--- config.mk ---
export PLATFORM = sky130hd
export DESIGN_NAME = abb_bus_master
export DESIGN_NICKNAME = d
export VERILOG_FILES = /design/src/pkg/abb_pkg.sv /design/src/logic/abb_bus_master.sv
export SDC_FILE = /design/constraint.sdc
export NUM_CORES = 1
export LEC_CHECK = 0
export ABC_AREA = 1
export BUFFER_PORTS_ARGS = -buffer_cell sky130_fd_sc_hd__buf_4
export CAP_MARGIN = 20
export CORE_MARGIN = 5
export CORE_UTILIZATION = 50
export DETAILED_ROUTE_END_ITERATION = 10
export PLACE_DENSITY = 0.88
export RECOVER_POWER = 25
export SLEW_MARGIN = 20
export SYNTH_ARGS = -nofsm -noshare
export SYNTH_HDL_FRONTEND = slang
export SYNTH_SLANG_ARGS = --single-unit
--- constraint.sdc ---
create_clock -name clk_sys -period 2.54 [get_ports clk_sys]
set_clock_uncertainty 0.05 [all_clocks]
set_input_delay 0.127 -clock clk_sys [delete_from_list [all_inputs] [get_ports clk_sys]]
set_output_delay 0.127 -clock clk_sys [all_outputs]
set_load 0.1 [all_outputs]
--- src/pkg/abb_pkg.sv ---
// constants, timing figures and state codes of the backplane bus master
`default_nettype none
package abb_pkg;

    // ==========================================================
    // widths and field positions
    localparam int ADDR_W       = 22;   // full physical address path
    localparam int DATA_W       = 16;   // muxed data/address lines
    localparam int PAR_BIT      = 16;   // parity error flag line on reads
    localparam int CNT_W        = 16;   // phase counter width
    localparam int CLK_MHZ      = 100;  // clk_sys rate

    // ==========================================================
    // bus timing figures in their own units
    localparam int ADDR_SETUP_NS = 75;  // address/control before sync
    localparam int ADDR_HOLD_NS  = 25;  // address kept after sync
    localparam int STROBE_DLY_NS = 100; // sync to data strobe
    localparam int DESKEW_NS     = 200; // reply to read data capture
    localparam int SYNC_GAP_NS   = 200; // sync negated before next cycle
    localparam int REPLY_GAP_NS  = 300; // reply negation to next sync
    localparam int TIMEOUT_US    = 10;  // slave reply timeout

    // least times round up, never below one cycle
    function automatic int ns2cyc(input int ns);
        int c;
        c = (ns * CLK_MHZ + 999) / 1000;
        return (c < 1) ? 1 : c;
    endfunction

    // larger of two cycle counts
    function automatic int maxcyc(input int a, input int b);
        return (a > b) ? a : b;
    endfunction

    localparam int ADDR_SETUP_CYC = ns2cyc(ADDR_SETUP_NS);
    localparam int ADDR_HOLD_CYC  = ns2cyc(ADDR_HOLD_NS);
    localparam int STROBE_DLY_CYC = ns2cyc(STROBE_DLY_NS);
    localparam int DESKEW_CYC     = ns2cyc(DESKEW_NS);
    localparam int GAP_CYC        = maxcyc(ns2cyc(SYNC_GAP_NS), ns2cyc(REPLY_GAP_NS));
    // longest time rounds down
    localparam int TIMEOUT_CYC    = (TIMEOUT_US * 1000 * CLK_MHZ) / 1000;

    // ==========================================================
    // master sequencer states, one-hot
    typedef enum logic [9:0] {
        ST_IDLE    = 10'h001,
        ST_ARB_REQ = 10'h002,
        ST_ARB_ACK = 10'h004,
        ST_ADDR    = 10'h008,
        ST_SYNC    = 10'h010,
        ST_DSET    = 10'h020,
        ST_STROBE  = 10'h040,
        ST_DESKEW  = 10'h080,
        ST_RELEASE = 10'h100,
        ST_END     = 10'h200
    } abb_state_t;

endpackage
`default_nettype wire
--- src/logic/abb_bus_master.sv ---
// interlocked backplane bus master with dma arbitration and reply timeout
`timescale 1ns/100ps
`default_nettype none

// What this block does
// abort cycle when slave silent 10 us
// timeout longer than slowest slave reply
// drive master lines only while bus master
// wait slave reply before finishing transfer
// master starts, slave replies with data
// progress only by reply handshake levels
// processor grants mastership, we request it
// pass grant/acknowledge on if not ours
// 22 address lines, 16 carry data
// drive transfer, chain and dma lines
// always issue full 22-bit address
// lines active low, assert by pulling
// start only as master, sync negated
// write/byte asserted at address means write
// count cycles from strobe, flag timeout
module abb_bus_master #(
    parameter int TIMEOUT_CYC = abb_pkg::TIMEOUT_CYC
) (
    input  wire logic                       clk_sys,
    input  wire logic                       nrst,
    // user command side
    input  wire logic                       reqValid,
    output logic                            reqReady,
    input  wire logic                       reqWrite,
    input  wire logic                       reqByte,
    input  wire logic                       reqIoPage,
    input  wire logic [abb_pkg::ADDR_W-1:0] reqAddr,
    input  wire logic [abb_pkg::DATA_W-1:0] reqWdata,
    output logic                            rspValid,
    output logic [abb_pkg::DATA_W-1:0]      rspRdata,
    output logic                            rspParErr,
    output logic                            rspTimeout,
    // bus lines: In is wire level, Out the driven level, Oe high while driving
    input  wire logic [abb_pkg::ADDR_W-1:0] dalIn,
    output logic [abb_pkg::ADDR_W-1:0]      dalOut,
    output logic [abb_pkg::ADDR_W-1:0]      dalOe,
    output logic                            ioPageOut,
    output logic                            ioPageOe,
    output logic                            cycleSyncOut,
    output logic                            cycleSyncOe,
    input  wire logic                       cycleSyncIn,
    output logic                            inStrobeOut,
    output logic                            inStrobeOe,
    output logic                            outStrobeOut,
    output logic                            outStrobeOe,
    output logic                            writeByteOut,
    output logic                            writeByteOe,
    input  wire logic                       slaveReplyIn,
    input  wire logic                       busInitIn,
    output logic                            dmaReqOut,
    output logic                            dmaReqOe,
    output logic                            dmaSelAckOut,
    output logic                            dmaSelAckOe,
    input  wire logic                       dmaGrantIn,
    output logic                            dmaGrantOut,
    input  wire logic                       intAckIn,
    output logic                            intAckOut
);

    // ==========================================================
    // counts typed at counter width
    localparam int CW = abb_pkg::CNT_W;
    localparam logic [CW-1:0] CNT_ZERO   = 16'h0000;
    localparam logic [CW-1:0] CNT_ONE    = 16'h0001;
    localparam logic [CW-1:0] SETUP_LAST = CW'(abb_pkg::ADDR_SETUP_CYC - 1);
    localparam logic [CW-1:0] HOLD_LAST  = CW'(abb_pkg::ADDR_HOLD_CYC - 1);
    localparam logic [CW-1:0] DSET_LAST  = CW'(abb_pkg::STROBE_DLY_CYC - abb_pkg::ADDR_HOLD_CYC - 1);
    localparam logic [CW-1:0] DESK_LAST  = CW'(abb_pkg::DESKEW_CYC - 1);
    localparam logic [CW-1:0] GAP_LAST   = CW'(abb_pkg::GAP_CYC - 1);
    localparam logic [CW-1:0] TMO_LAST   = CW'(TIMEOUT_CYC - 1);
    localparam logic          PULL_LOW   = 1'b0;
    localparam logic [abb_pkg::ADDR_W-1:0] DAL_NONE = 22'h00_0000;
    localparam logic [abb_pkg::DATA_W-1:0] DATA_NONE = 16'h0000;

    abb_pkg::abb_state_t stateFf;
    abb_pkg::abb_state_t nxt_state;
    logic [CW-1:0]                 cntFf;
    logic [CW-1:0]                 nxt_cnt;
    logic [abb_pkg::ADDR_W-1:0]    addrFf;
    logic [abb_pkg::DATA_W-1:0]    wdataFf;
    logic                          writeFf;
    logic                          byteFf;
    logic                          ioFf;
    logic [abb_pkg::DATA_W-1:0]    rdataFf;
    logic                          parFf;
    logic                          tmoFf;
    logic                          rspValidFf;
    logic                          grantOutFf;
    logic                          intAckOutFf;

    // ==========================================================
    // received levels turned into asserted flags
    wire replyAct  = ~slaveReplyIn;
    wire syncAct   = ~cycleSyncIn;
    wire grantAct  = ~dmaGrantIn;
    wire initAct   = ~busInitIn;
    wire accept    = reqValid & reqReady;

    // phase decode of the registered state
    wire inAddr    = (stateFf == abb_pkg::ST_ADDR);
    wire inHold    = (stateFf == abb_pkg::ST_SYNC);
    wire inData    = (stateFf == abb_pkg::ST_DSET) | (stateFf == abb_pkg::ST_STROBE);
    wire inStrobe  = (stateFf == abb_pkg::ST_STROBE) | (stateFf == abb_pkg::ST_DESKEW);
    wire inCycle   = inHold | inData | inStrobe | (stateFf == abb_pkg::ST_RELEASE);
    wire ownBus    = (stateFf != abb_pkg::ST_IDLE) & (stateFf != abb_pkg::ST_ARB_REQ);
    wire busQuiet  = ~syncAct & ~replyAct;
    wire timedOut  = (cntFf == TMO_LAST);

    // ==========================================================
    // sequencer: the strobe and release steps wait on the slave's reply level, or the timeout
    always_comb
    begin
        nxt_state = stateFf;
        unique case (stateFf)
            abb_pkg::ST_IDLE:
                if (accept)
                    nxt_state = abb_pkg::ST_ARB_REQ;
            abb_pkg::ST_ARB_REQ:
                if (grantAct)
                    nxt_state = abb_pkg::ST_ARB_ACK;
            abb_pkg::ST_ARB_ACK:
                if (busQuiet)
                    nxt_state = abb_pkg::ST_ADDR;
            abb_pkg::ST_ADDR:
                if (cntFf == SETUP_LAST)
                    nxt_state = abb_pkg::ST_SYNC;
            abb_pkg::ST_SYNC:
                if (cntFf == HOLD_LAST)
                    nxt_state = abb_pkg::ST_DSET;
            abb_pkg::ST_DSET:
                if (cntFf == DSET_LAST)
                    nxt_state = abb_pkg::ST_STROBE;
            abb_pkg::ST_STROBE:
                if (replyAct)
                    nxt_state = writeFf ? abb_pkg::ST_RELEASE : abb_pkg::ST_DESKEW;
                else if (timedOut)
                    nxt_state = abb_pkg::ST_END;
            abb_pkg::ST_DESKEW:
                if (cntFf == DESK_LAST)
                    nxt_state = abb_pkg::ST_RELEASE;
            abb_pkg::ST_RELEASE:
                if (~replyAct | timedOut)
                    nxt_state = abb_pkg::ST_END;
            abb_pkg::ST_END:
                if (cntFf == GAP_LAST)
                    nxt_state = abb_pkg::ST_IDLE;
        endcase
        if (initAct)
            nxt_state = abb_pkg::ST_IDLE;                  // bus init abandons the cycle
    end

    // phase counter restarts on every state change, saturates at the top
    assign nxt_cnt = (nxt_state != stateFf) ? CNT_ZERO :
                     (&cntFf)               ? cntFf    : cntFf + CNT_ONE;

    // ==========================================================
    // state and counter
    always_ff @(posedge clk_sys)
    begin
        if (!nrst)
        begin
            stateFf <= abb_pkg::ST_IDLE;
            cntFf   <= CNT_ZERO;
        end
        else
        begin
            stateFf <= nxt_state;
            cntFf   <= nxt_cnt;
        end
    end

    // request fields latched on acceptance, held for the whole cycle
    always_ff @(posedge clk_sys)
    begin
        if (!nrst)
        begin
            addrFf  <= DAL_NONE;
            wdataFf <= DATA_NONE;
            writeFf <= 1'b0;
            byteFf  <= 1'b0;
            ioFf    <= 1'b0;
        end
        else if (accept)
        begin
            addrFf  <= reqAddr;
            wdataFf <= reqWdata;
            writeFf <= reqWrite;
            byteFf  <= reqWrite & reqByte;
            ioFf    <= reqIoPage;
        end
    end

    // read data taken after the deskew wait, sampled inverted since lines are low-true
    always_ff @(posedge clk_sys)
    begin
        if (!nrst)
        begin
            rdataFf <= DATA_NONE;
            parFf   <= 1'b0;
        end
        else if ((stateFf == abb_pkg::ST_DESKEW) && (cntFf == DESK_LAST))
        begin
            rdataFf <= ~dalIn[abb_pkg::DATA_W-1:0];
            parFf   <= ~dalIn[abb_pkg::PAR_BIT];
        end
    end

    // timeout flag set on abort, cleared when a new cycle is accepted
    always_ff @(posedge clk_sys)
    begin
        if (!nrst)
            tmoFf <= 1'b0;
        else if (accept)
            tmoFf <= 1'b0;
        else if (((stateFf == abb_pkg::ST_STROBE) && !replyAct && timedOut) ||
                 ((stateFf == abb_pkg::ST_RELEASE) && replyAct && timedOut))
            tmoFf <= 1'b1;
    end

    // one-cycle answer when the gap after the cycle has run out
    always_ff @(posedge clk_sys)
    begin
        if (!nrst)
            rspValidFf <= 1'b0;
        else
            rspValidFf <= (stateFf == abb_pkg::ST_END) && (cntFf == GAP_LAST) && !initAct;
    end

    // ==========================================================
    // chains: we never take interrupts, and pass a grant on only while idle
    always_ff @(posedge clk_sys)
    begin
        if (!nrst)
        begin
            grantOutFf  <= 1'b1;
            intAckOutFf <= 1'b1;
        end
        else
        begin
            grantOutFf  <= ~(grantAct & (stateFf == abb_pkg::ST_IDLE));
            intAckOutFf <= intAckIn;
        end
    end

    // ==========================================================
    // user side answers
    assign reqReady   = (stateFf == abb_pkg::ST_IDLE) & ~initAct;
    assign rspValid   = rspValidFf;
    assign rspRdata   = rdataFf;
    assign rspParErr  = parFf;
    assign rspTimeout = tmoFf;

    // ==========================================================
    // open-collector drives: each Out with an Oe is always low, Oe marks an asserted line;
    // releasing a line lets the termination pull it negated
    assign dalOut       = {abb_pkg::ADDR_W{PULL_LOW}};
    assign dalOe        = (inAddr | inHold)     ? addrFf :
                          (inData & writeFf)    ? {{(abb_pkg::ADDR_W-abb_pkg::DATA_W){1'b0}}, wdataFf} :
                                                  DAL_NONE;
    assign ioPageOut    = PULL_LOW;
    assign ioPageOe     = (inAddr | inHold) & ioFf;
    assign cycleSyncOut = PULL_LOW;
    assign cycleSyncOe  = inCycle & ownBus;
    assign inStrobeOut  = PULL_LOW;
    assign inStrobeOe   = inStrobe & ~writeFf;
    assign outStrobeOut = PULL_LOW;
    assign outStrobeOe  = (stateFf == abb_pkg::ST_STROBE) & writeFf;
    assign writeByteOut = PULL_LOW;
    assign writeByteOe  = ((inAddr | inHold) & writeFf) |
                          ((inData | (stateFf == abb_pkg::ST_RELEASE)) & byteFf);
    assign dmaReqOut    = PULL_LOW;
    assign dmaReqOe     = (stateFf == abb_pkg::ST_ARB_REQ);
    assign dmaSelAckOut = PULL_LOW;
    assign dmaSelAckOe  = ownBus;
    assign dmaGrantOut  = grantOutFf;
    assign intAckOut    = intAckOutFf;

endmodule
`default_nettype wire

==> run summary, run 1 <==
The count of mapped cells out of synthesis came out at a little under 700. The die height came out at 108 microns. The routed wire length per instance came out at 15.7 microns. The number of vias after detailed routing is 5243. The worst hold slack after final layout is roughly 0.0044 ns. The number of hold violations in the final report came out at 0. The sequential-to-total area share from yosys stat is 37.0%. The shortest clock period the worst path allows after layout came out at 2.60 ns. The post-synthesis cell type count came out at 36. The number of routed nets with antenna violations came out at 0. The simple logic cell fraction of the synthesized area is a little under a third. In the post-synthesis netlist, the biggest area contributors are sky130_fd_sc_hd__dfxtp_1, sky130_fd_sc_hd__nor2_1, sky130_fd_sc_hd__nand2_1. The combinational family with the most area after synthesis is simple AND/OR/NAND/NOR gates. The checks that failed: design-rule violations, negative setup slack. Once placement completed, the tool counted placed cells totaling 902.

The post-synthesis sequential element count is 88. The final instance area came out at about 6500 sq um. The die footprint is 11600 sq um. Of all flip-flops after synthesis, the portion carrying an async set or reset was 0%.

The part of the total power dissipated in the clock network is 33.0%. The clock latency at the later pin of the worst-skew pair came out at 0.36 ns. The analysis attributes to net switching a power of roughly 1000 uW. The aggregate global routing overflow came out at 0. The top fanout value on the critical path is 9. The complex-gate fraction of the synthesized area is 13.9%. The total CTS buffers came out at 9.

The commonest cells after synthesis are sky130_fd_sc_hd__nor2_1, sky130_fd_sc_hd__nand2_1, sky130_fd_sc_hd__dfxtp_1. The path class of the tightest hold or removal check is in -> reg. The final weighted congestion in routability-driven placement is roughly 0.96. In the synthesized netlist the dominant register cell turns out to be sky130_fd_sc_hd__dfxtp_1. Yosys mapped a number of flops with a built-in enable equal to 0. STA classifies the critical path endpoint as a primary output.

The number of cell rows came out at 35. The setup TNS after final layout is -0.242 ns. The worst ir drop on vdd came out at 0.000384 V. The required time of the worst setup path came out at ~2.4 ns. The total count of max-transition violations in the final report was 0. Setup repair after global routing could not meet its margin everywhere. The global-route usage over all layers came out at 25.1%. Leaving out filler cells and counting taps, the final layout contains 971. The port buffer count is 116. Combinational logic is responsible for 20.4% of the overall power. The internal power contribution is 2130 uW.

The number of antenna repair diodes came out at 0. The setup path with the least slack is of type reg -> out. The type of origin of the critical path is a flip-flop. The number of vias per cell after detailed routing is approximately 5.4. The multiplexer share of the synthesized area came out at 0%.

The wire length of the first global-routing pass came out at 23500 microns. After layout, the worst path uses 102% of the clock period. The library cell occupying the most area in the post-synthesis netlist is sky130_fd_sc_hd__dfxtp_1. The overall die width is 108 microns. The number of global-route vias before repair is 5050. The maximum buffer depth of the clock tree is 2. The worst slew margin relative to its limit came out at between 10% and 20%. After Yosys synthesis, full adders, half adders and majority gates account for 0.789% of the synthesized area.

The maximum number of pins on one net before global-route repair came out at a little under 80. The run finished, with violations left. The total I/O pin count came out at 151. During synthesis, Yosys emitted a total of 0 warnings. The synthesis-to-finish area growth is 37.5%.

TritonCTS built the clock tree. The total of max-cap violations came out at 0. The most common cell in the synthesized netlist is sky130_fd_sc_hd__nor2_1.

The standard cell core area came out at between 9000 and 10000 sq um. The number of antenna violations at the first check in global routing came out at 0. Setup violations remaining at the end of the flow were counted as 6. The first-pass iteration count of the detailed router is 11. The post-synthesis average cell area is 7.04 sq um.

In the post-route analysis, the smallest setup slack over all paths is -0.0587 ns. The post-synthesis instance area came out at 4760 sq um. The final-stage net count is 911. The synthesized design devotes to its leading area cell type between 30% and 40% of total area. The root buffer cell is sky130_fd_sc_hd__clkbuf_8. The initial core utilization came out at 51.5%. The wire length reported by the detailed router came out at 15300 microns. The clock sink count is 88. The maximum frequency from static timing analysis came out at 385 MHz.

The HPWL after detailed placement is 8860 microns. The remaining routing DRC violations came out at 1. The static power due to leakage is 0.00286 uW. Summing all placed instances gives a cell area of 5730 sq um. The transition at the pin with the smallest max-transition slack came out at about 1.2 ns. The clock edge transition at the registers on the reported setup and hold paths is 0.09 ns.

The parity-gate share of the synthesized area counting xor and xnor cells is 2.21%. The maximum level of the CTS H-tree is 3. The switching share of power came out at 32.0%. The post-route netlist has 25.2% of its cells at a drive strength greater than 1.

The sequential cell fraction of total power is 46.7%. The number of design-rule violations left by the first detailed-router iteration came out at 487. At the worst endpoint, the arrival time is 2.42 ns.

Dividing total power by cell area gives a power density of 478 nW/um^2.
cell usage in the layout (no fill, tap or decap), types with 8 or more instances in the layout:
cell type,instances
sky130_fd_sc_hd__o21ai_0,32
sky130_fd_sc_hd__nor3_2,11
sky130_fd_sc_hd__nand3_1,38
sky130_fd_sc_hd__nor2_4,9
sky130_fd_sc_hd__nor3_1,15
sky130_fd_sc_hd__inv_1,82
sky130_fd_sc_hd__o22ai_2,8
sky130_fd_sc_hd__xor2_1,8
sky130_fd_sc_hd__clkbuf_1,21
sky130_fd_sc_hd__nand2_1,89
sky130_fd_sc_hd__buf_4,92
sky130_fd_sc_hd__buf_6,14
sky130_fd_sc_hd__conb_1,29
sky130_fd_sc_hd__nor2_1,102
sky130_fd_sc_hd__clkbuf_8,10
sky130_fd_sc_hd__o22ai_1,8
sky130_fd_sc_hd__nand4_1,15
sky130_fd_sc_hd__dlygate4sd3_1,45
sky130_fd_sc_hd__nor2_2,16
sky130_fd_sc_hd__dfxtp_1,78
sky130_fd_sc_hd__a21oi_1,24
sky130_fd_sc_hd__a211oi_1,32
sky130_fd_sc_hd__nand2_2,11
kinds of logic after synthesis:
kind of cell,count (synthesis)
AO/OA/AOI/OAI,110
XOR/XNOR,12
adder cells (fa/ha/maj),3
buffers and inverters,143
flip-flops,88
other,1
AND/OR/NAND/NOR,319
path summary, 6_finish.rpt:
kind         startpoint        end  slack [ns]  cells after the start
max          stateFf[0]   dalOe[5]       -0.06                      9
min          reqAddr[2]  addrFf[2]       0.004                      3
max reg2reg  stateFf[8]   cntFf[3]       -0.03                     17
min reg2reg   addrFf[2]  addrFf[2]        0.42                      2
power by group through the flow:
| stage | clock [uW] | sequential, uW | combinational (uW) |
|---|---|---|---|
| 2_1_floorplan | 0 | 1500 | 442 |
| 3_3_place_gp | 0 | 1490 | 552 |
| 3_5_place_dp | 0 | 1490 | 559 |
| 4_1_cts | 1040 | 1460 | 618 |
| 5_1_grt | 1110 | 1470 | 678 |
| 6_report | 1030 | 1460 | 638 |
flip-flops by register name, summed over array words and instances, names as in the netlist, 10 cells and up:
name,count
cntFf,16
stateFf,10
addrFf,22
rspRdata,16
wdataFf,16
layer usage:
layer / global-route usage (%) / share of wire [%] / vias to the layer above
met3: 6.36 / 9.3 / 85
met2: 43.9 / 49 / 311
li1: - / - / 2466
met5: 0 / 0 / -
met4: 10.6 / 4.6 / 0
met1: 28.9 / 37 / 2381
through the flow:
| stage | power (uW) | utilization [%] | setup WS [ns] |
|---|---|---|---|
| finish | 3130 | 70.8 | -0.0587 |
| detailed placement | 2050 | 62.0 | 0.112 |
| CTS | 3110 | 70.0 | 0.0185 |
| global route | 3250 | 70.8 | -0.136 |
| floorplan | 1940 | - | -0.324 |
| global placement | 2040 | 62.0 | 0.190 |
cell type report:
cell class,instances,area [sq um]
Fill cell,675,2700
Inverter,87,330
Clock inverter,6,75.1
Tap cell,129,161
Timing Repair Buffer,176,1460
Multi-Input combinational cell,474,2590
Timing Repair inverter,1,7.51
Sequential cell,88,1780
Clock buffer,10,138
timing repair:
item	in CTS	in global routing
gates resized for setup	17	31
hold endpoints to repair	44	1
setup buffers	1	5
hold buffers	44	1
gates cloned	1	1
setup endpoints to repair	23	40
pin swaps	0	7
critical path, cell delays in order (launching register included):
cell and delay [ns]:
sky130_fd_sc_hd__dfxtp_1 0.36, sky130_fd_sc_hd__nor2_4 0.20, sky130_fd_sc_hd__nand2_4 0.11, sky130_fd_sc_hd__inv_2 0.10, sky130_fd_sc_hd__nand4_1 0.24, sky130_fd_sc_hd__nand2_4 0.20
sky130_fd_sc_hd__clkinvlp_4 0.16, sky130_fd_sc_hd__buf_12 0.17, sky130_fd_sc_hd__o22ai_1 0.24, sky130_fd_sc_hd__buf_6 0.27
Power figures use the tool's default switching activity.
==> run 2, diff against run 1 <==
Settings changed: CELL_PAD_IN_SITES_DETAIL_PLACEMENT from default to 1, CELL_PAD_IN_SITES_GLOBAL_PLACEMENT from default to 1, CORE_UTILIZATION 50 to 36, PLACE_DENSITY 0.88 to 0.9.
==> run 2 against run 1 <==
  * The run ends with negative setup slack left
  * Global-route usage shrank 4.7 points
  * First-iteration DRC count shrank 38%
  * Non-clock buffer count shrank 5
  * Combinational power shrank 3%
  * Die area grew 35%
  * Worst hold slack gained 0.0070 ns
  * Critical path type unchanged
==> run summary, run 2 (same netlist as run 1, synthesis figures left out) <==
The CTS tree is yes. The fraction of final layout cells sized beyond drive strength 1 is 25.1% (-0.059 points). The top fanout value on the critical path is 19 (+10). The power per cell area is 543 nW/um^2 (+14%). The wire length reported by the detailed router came out at 16400 microns (+7.6%). The worst slew margin relative to its limit came out at 18.9% (+0.026 points). The number of antenna repair diodes was 0 (unchanged). The number of hold violations in the final report is 0 (unchanged). The standard cell core area came out at 13100 sq um (+42%). The clock edge transition at the registers on the reported setup and hold paths was 0.07 ns (-0.02 ns). The worst setup timing slack at the placement stage was 0.128 ns (+0.0164 ns).

The type of the worst setup path is reg -> out. The library cell used most frequently in the layout, excluding fill and tap cells, is sky130_fd_sc_hd__buf_4. The flow ran to the end, but the final reports show violations. The final weighted congestion in routability-driven placement came out at 0.906 (-5.6%). The shortest clock period the worst path allows after layout came out at 2.55 ns (-0.0510 ns). The aggregate global routing overflow is 0 (unchanged).

STA classifies the critical path startpoint as a flip-flop. The maximum frequency from static timing analysis came out at 393 MHz (+2.0%). The clock sink count was 88 (unchanged). The number of routed nets with antenna violations was 0 (unchanged).

The number of antenna violations at the first check in global routing came out at 0 (unchanged). The initial core utilization came out at 36.4% (-15 points). The global-route usage over all layers is 20.4% (-4.7 points). The number of cell rows came to 42 (+20%). The maximum number of pins on one net before global-route repair came out at 41 (-47%). The worst hold slack after final layout is 0.0113 ns (+0.00698 ns).

The synthesis-to-finish area growth came out at 37.8%. The total CTS buffers is 9 (unchanged). The checks that failed: negative setup slack. The transition at the pin with the smallest max-transition slack was 1.22 ns (-0.000392 ns). The data arrival time at the worst-slack endpoint is 2.37 ns (-0.05 ns). The root buffer cell is sky130_fd_sc_hd__clkbuf_16.

The utilization of the core after routing was 50.1% (-21 points). The number of design-rule violations left by the first detailed-router iteration was 302 (-38%). The total of max-cap violations is 0 (unchanged). The top cell types in the final layout, fill and taps aside, are sky130_fd_sc_hd__buf_4, sky130_fd_sc_hd__nor2_1, sky130_fd_sc_hd__nand2_1. The path class of the lowest-slack min-delay path is in -> reg.

The required time of the worst setup path is 2.36 ns (about the same). The clock latency at the later pin of the worst-skew pair came to 0.35 ns (about the same). The final-stage net count came out at 905 (-0.66%). The maximum level of the CTS H-tree came out at 3 (unchanged). The endpoint class of the critical path is a primary output. The overall die width was 125 microns (+16%). The maximum buffer depth of the clock tree came out at 2 (unchanged).

The die height came to 125 microns (+16%). The number of global-route vias before repair came out at 5399 (+6.9%). The setup slack after layout is -0.00777 ns (+0.0510 ns). The die footprint came out at 15600 sq um (+35%). The worst ir drop on vdd is 0.000475 V (+24%). More flip-flops sit in one register than any other, and that register is addrFf. The post-detailed-placement half-perimeter wirelength is 11000 microns (+24%). The number of vias after detailed routing is 5060 (-3.5%). The total count of max-transition violations in the final report came out at 0 (unchanged). The number of inserted filler cells in the final layout is 1657 (+150%). The routed wire length per instance is 16.2 microns (+3.2%).

The total I/O pin count came to 151 (unchanged). The port buffer count is 116 (unchanged). Setup repair after global routing could not meet its margin everywhere. The wire length of the first global-routing pass came out at 26400 microns (+12%). The count of final setup violators came to 2 (-4).

The static power due to leakage is 0.00289 uW (+0.89%). The remaining routing DRC violations is 0 (-1). The first-pass iteration count of the detailed router is 4 (-7). The number of vias per cell after detailed routing came out at 5.00 (-7.4%).

The final period utilization is 100% (-2.0 points). The total power of the final layout is 3560 uW (+14%). The flip-flop count of the largest register after layout was 22 (unchanged).
## run 2: changes by cell type in the layout (fill, tap and decap cells not counted), moves of 2 or more
cell                            previous run  this run
sky130_fd_sc_hd__clkbuf_16                 0         9
sky130_fd_sc_hd__nand2_1                  89        92
sky130_fd_sc_hd__nand2_2                  11         9
sky130_fd_sc_hd__clkbuf_8                 10         0
sky130_fd_sc_hd__dfxtp_4                   3         0
sky130_fd_sc_hd__nor2_1                  102       105
sky130_fd_sc_hd__nor2_4                    9         5
sky130_fd_sc_hd__dlygate4sd3_1            45        27
sky130_fd_sc_hd__dfxtp_1                  78        85
sky130_fd_sc_hd__buf_4                    92       107
sky130_fd_sc_hd__dfxtp_2                   7         3
## run 2: timing repair
action / 4_1_cts / 5_1_grt
hold buffers: 27 / 0
pin swaps: 1 / 2
buffers inserted: 4 / 5
hold endpoints to repair: 27 / 0
gates resized for setup: 9 / 16
cloned: 0 / 1
setup endpoints to repair: 17 / 40
## run 2: area by class of cell
type                            instances  area [sq um]  area share (%)
Multi-Input combinational cell        474          2550            39.0
Sequential cell                        88          1770            26.9
Clock inverter                          7           101            1.55
Tap cell                              176           220            3.36
Inverter                               87           330            5.04
Timing Repair Buffer                  171          1360            20.7
Clock buffer                            9           225            3.44
## run 2: worst max-delay path: stages, from the launching register on
cell and delay (ns):
sky130_fd_sc_hd__dfxtp_1 0.33, sky130_fd_sc_hd__nor2_2 0.21, sky130_fd_sc_hd__nand2_2 0.13, sky130_fd_sc_hd__nor2_1 0.20, sky130_fd_sc_hd__nand2_1 0.16, sky130_fd_sc_hd__nand2_1 0.15, sky130_fd_sc_hd__clkinvlp_4 0.16, sky130_fd_sc_hd__buf_12 0.19
sky130_fd_sc_hd__o22ai_1 0.23, sky130_fd_sc_hd__buf_6 0.27
## run 2: through the flow
stage               std cells  area, sq um  setup TNS [ns]
floorplan                 704         4930           -2.94
detailed placement        959         5860               0
finish                   1012         6560         -0.0150
global placement          959         5860               0
global route             1012         6560           -1.56
CTS                      1006         6530               0
## run 2: power by group
| group | total (uW) | leakage, uW | switching, uW | internal [uW] |
|---|---|---|---|---|
| Sequential | 1460 | 0.000719 | 26.0 | 1440 |
| Combinational | 622 | 0.00202 | 439 | 183 |
| Clock | 1480 | 0.000153 | 606 | 871 |
| Total | 3560 | 0.00289 | 1070 | 2490 |
## run 2: metal layers
metal / vias to the layer above / routed length [microns] / global-route usage (%)
li1: 2459 / - / -
met1: 2412 / 6400 / 22.2
met2: 163 / 8560 / 37.4
met3: 26 / 1070 / 6.82
met4: 0 / 413 / 6.25
met5: - / 0 / 0
## run 2: worst paths after layout
check	start	endpoint	slack, ns	cells after the start
worst max-delay path	stateFf[4]	dalOe[9]	-0.008	9
worst min-delay path	reqByte	byteFf	0.01	3
worst max register to register	stateFf[8]	cntFf[4]	0.09	15
worst min register to register	wdataFf[11]	wdataFf[11]	0.42	2
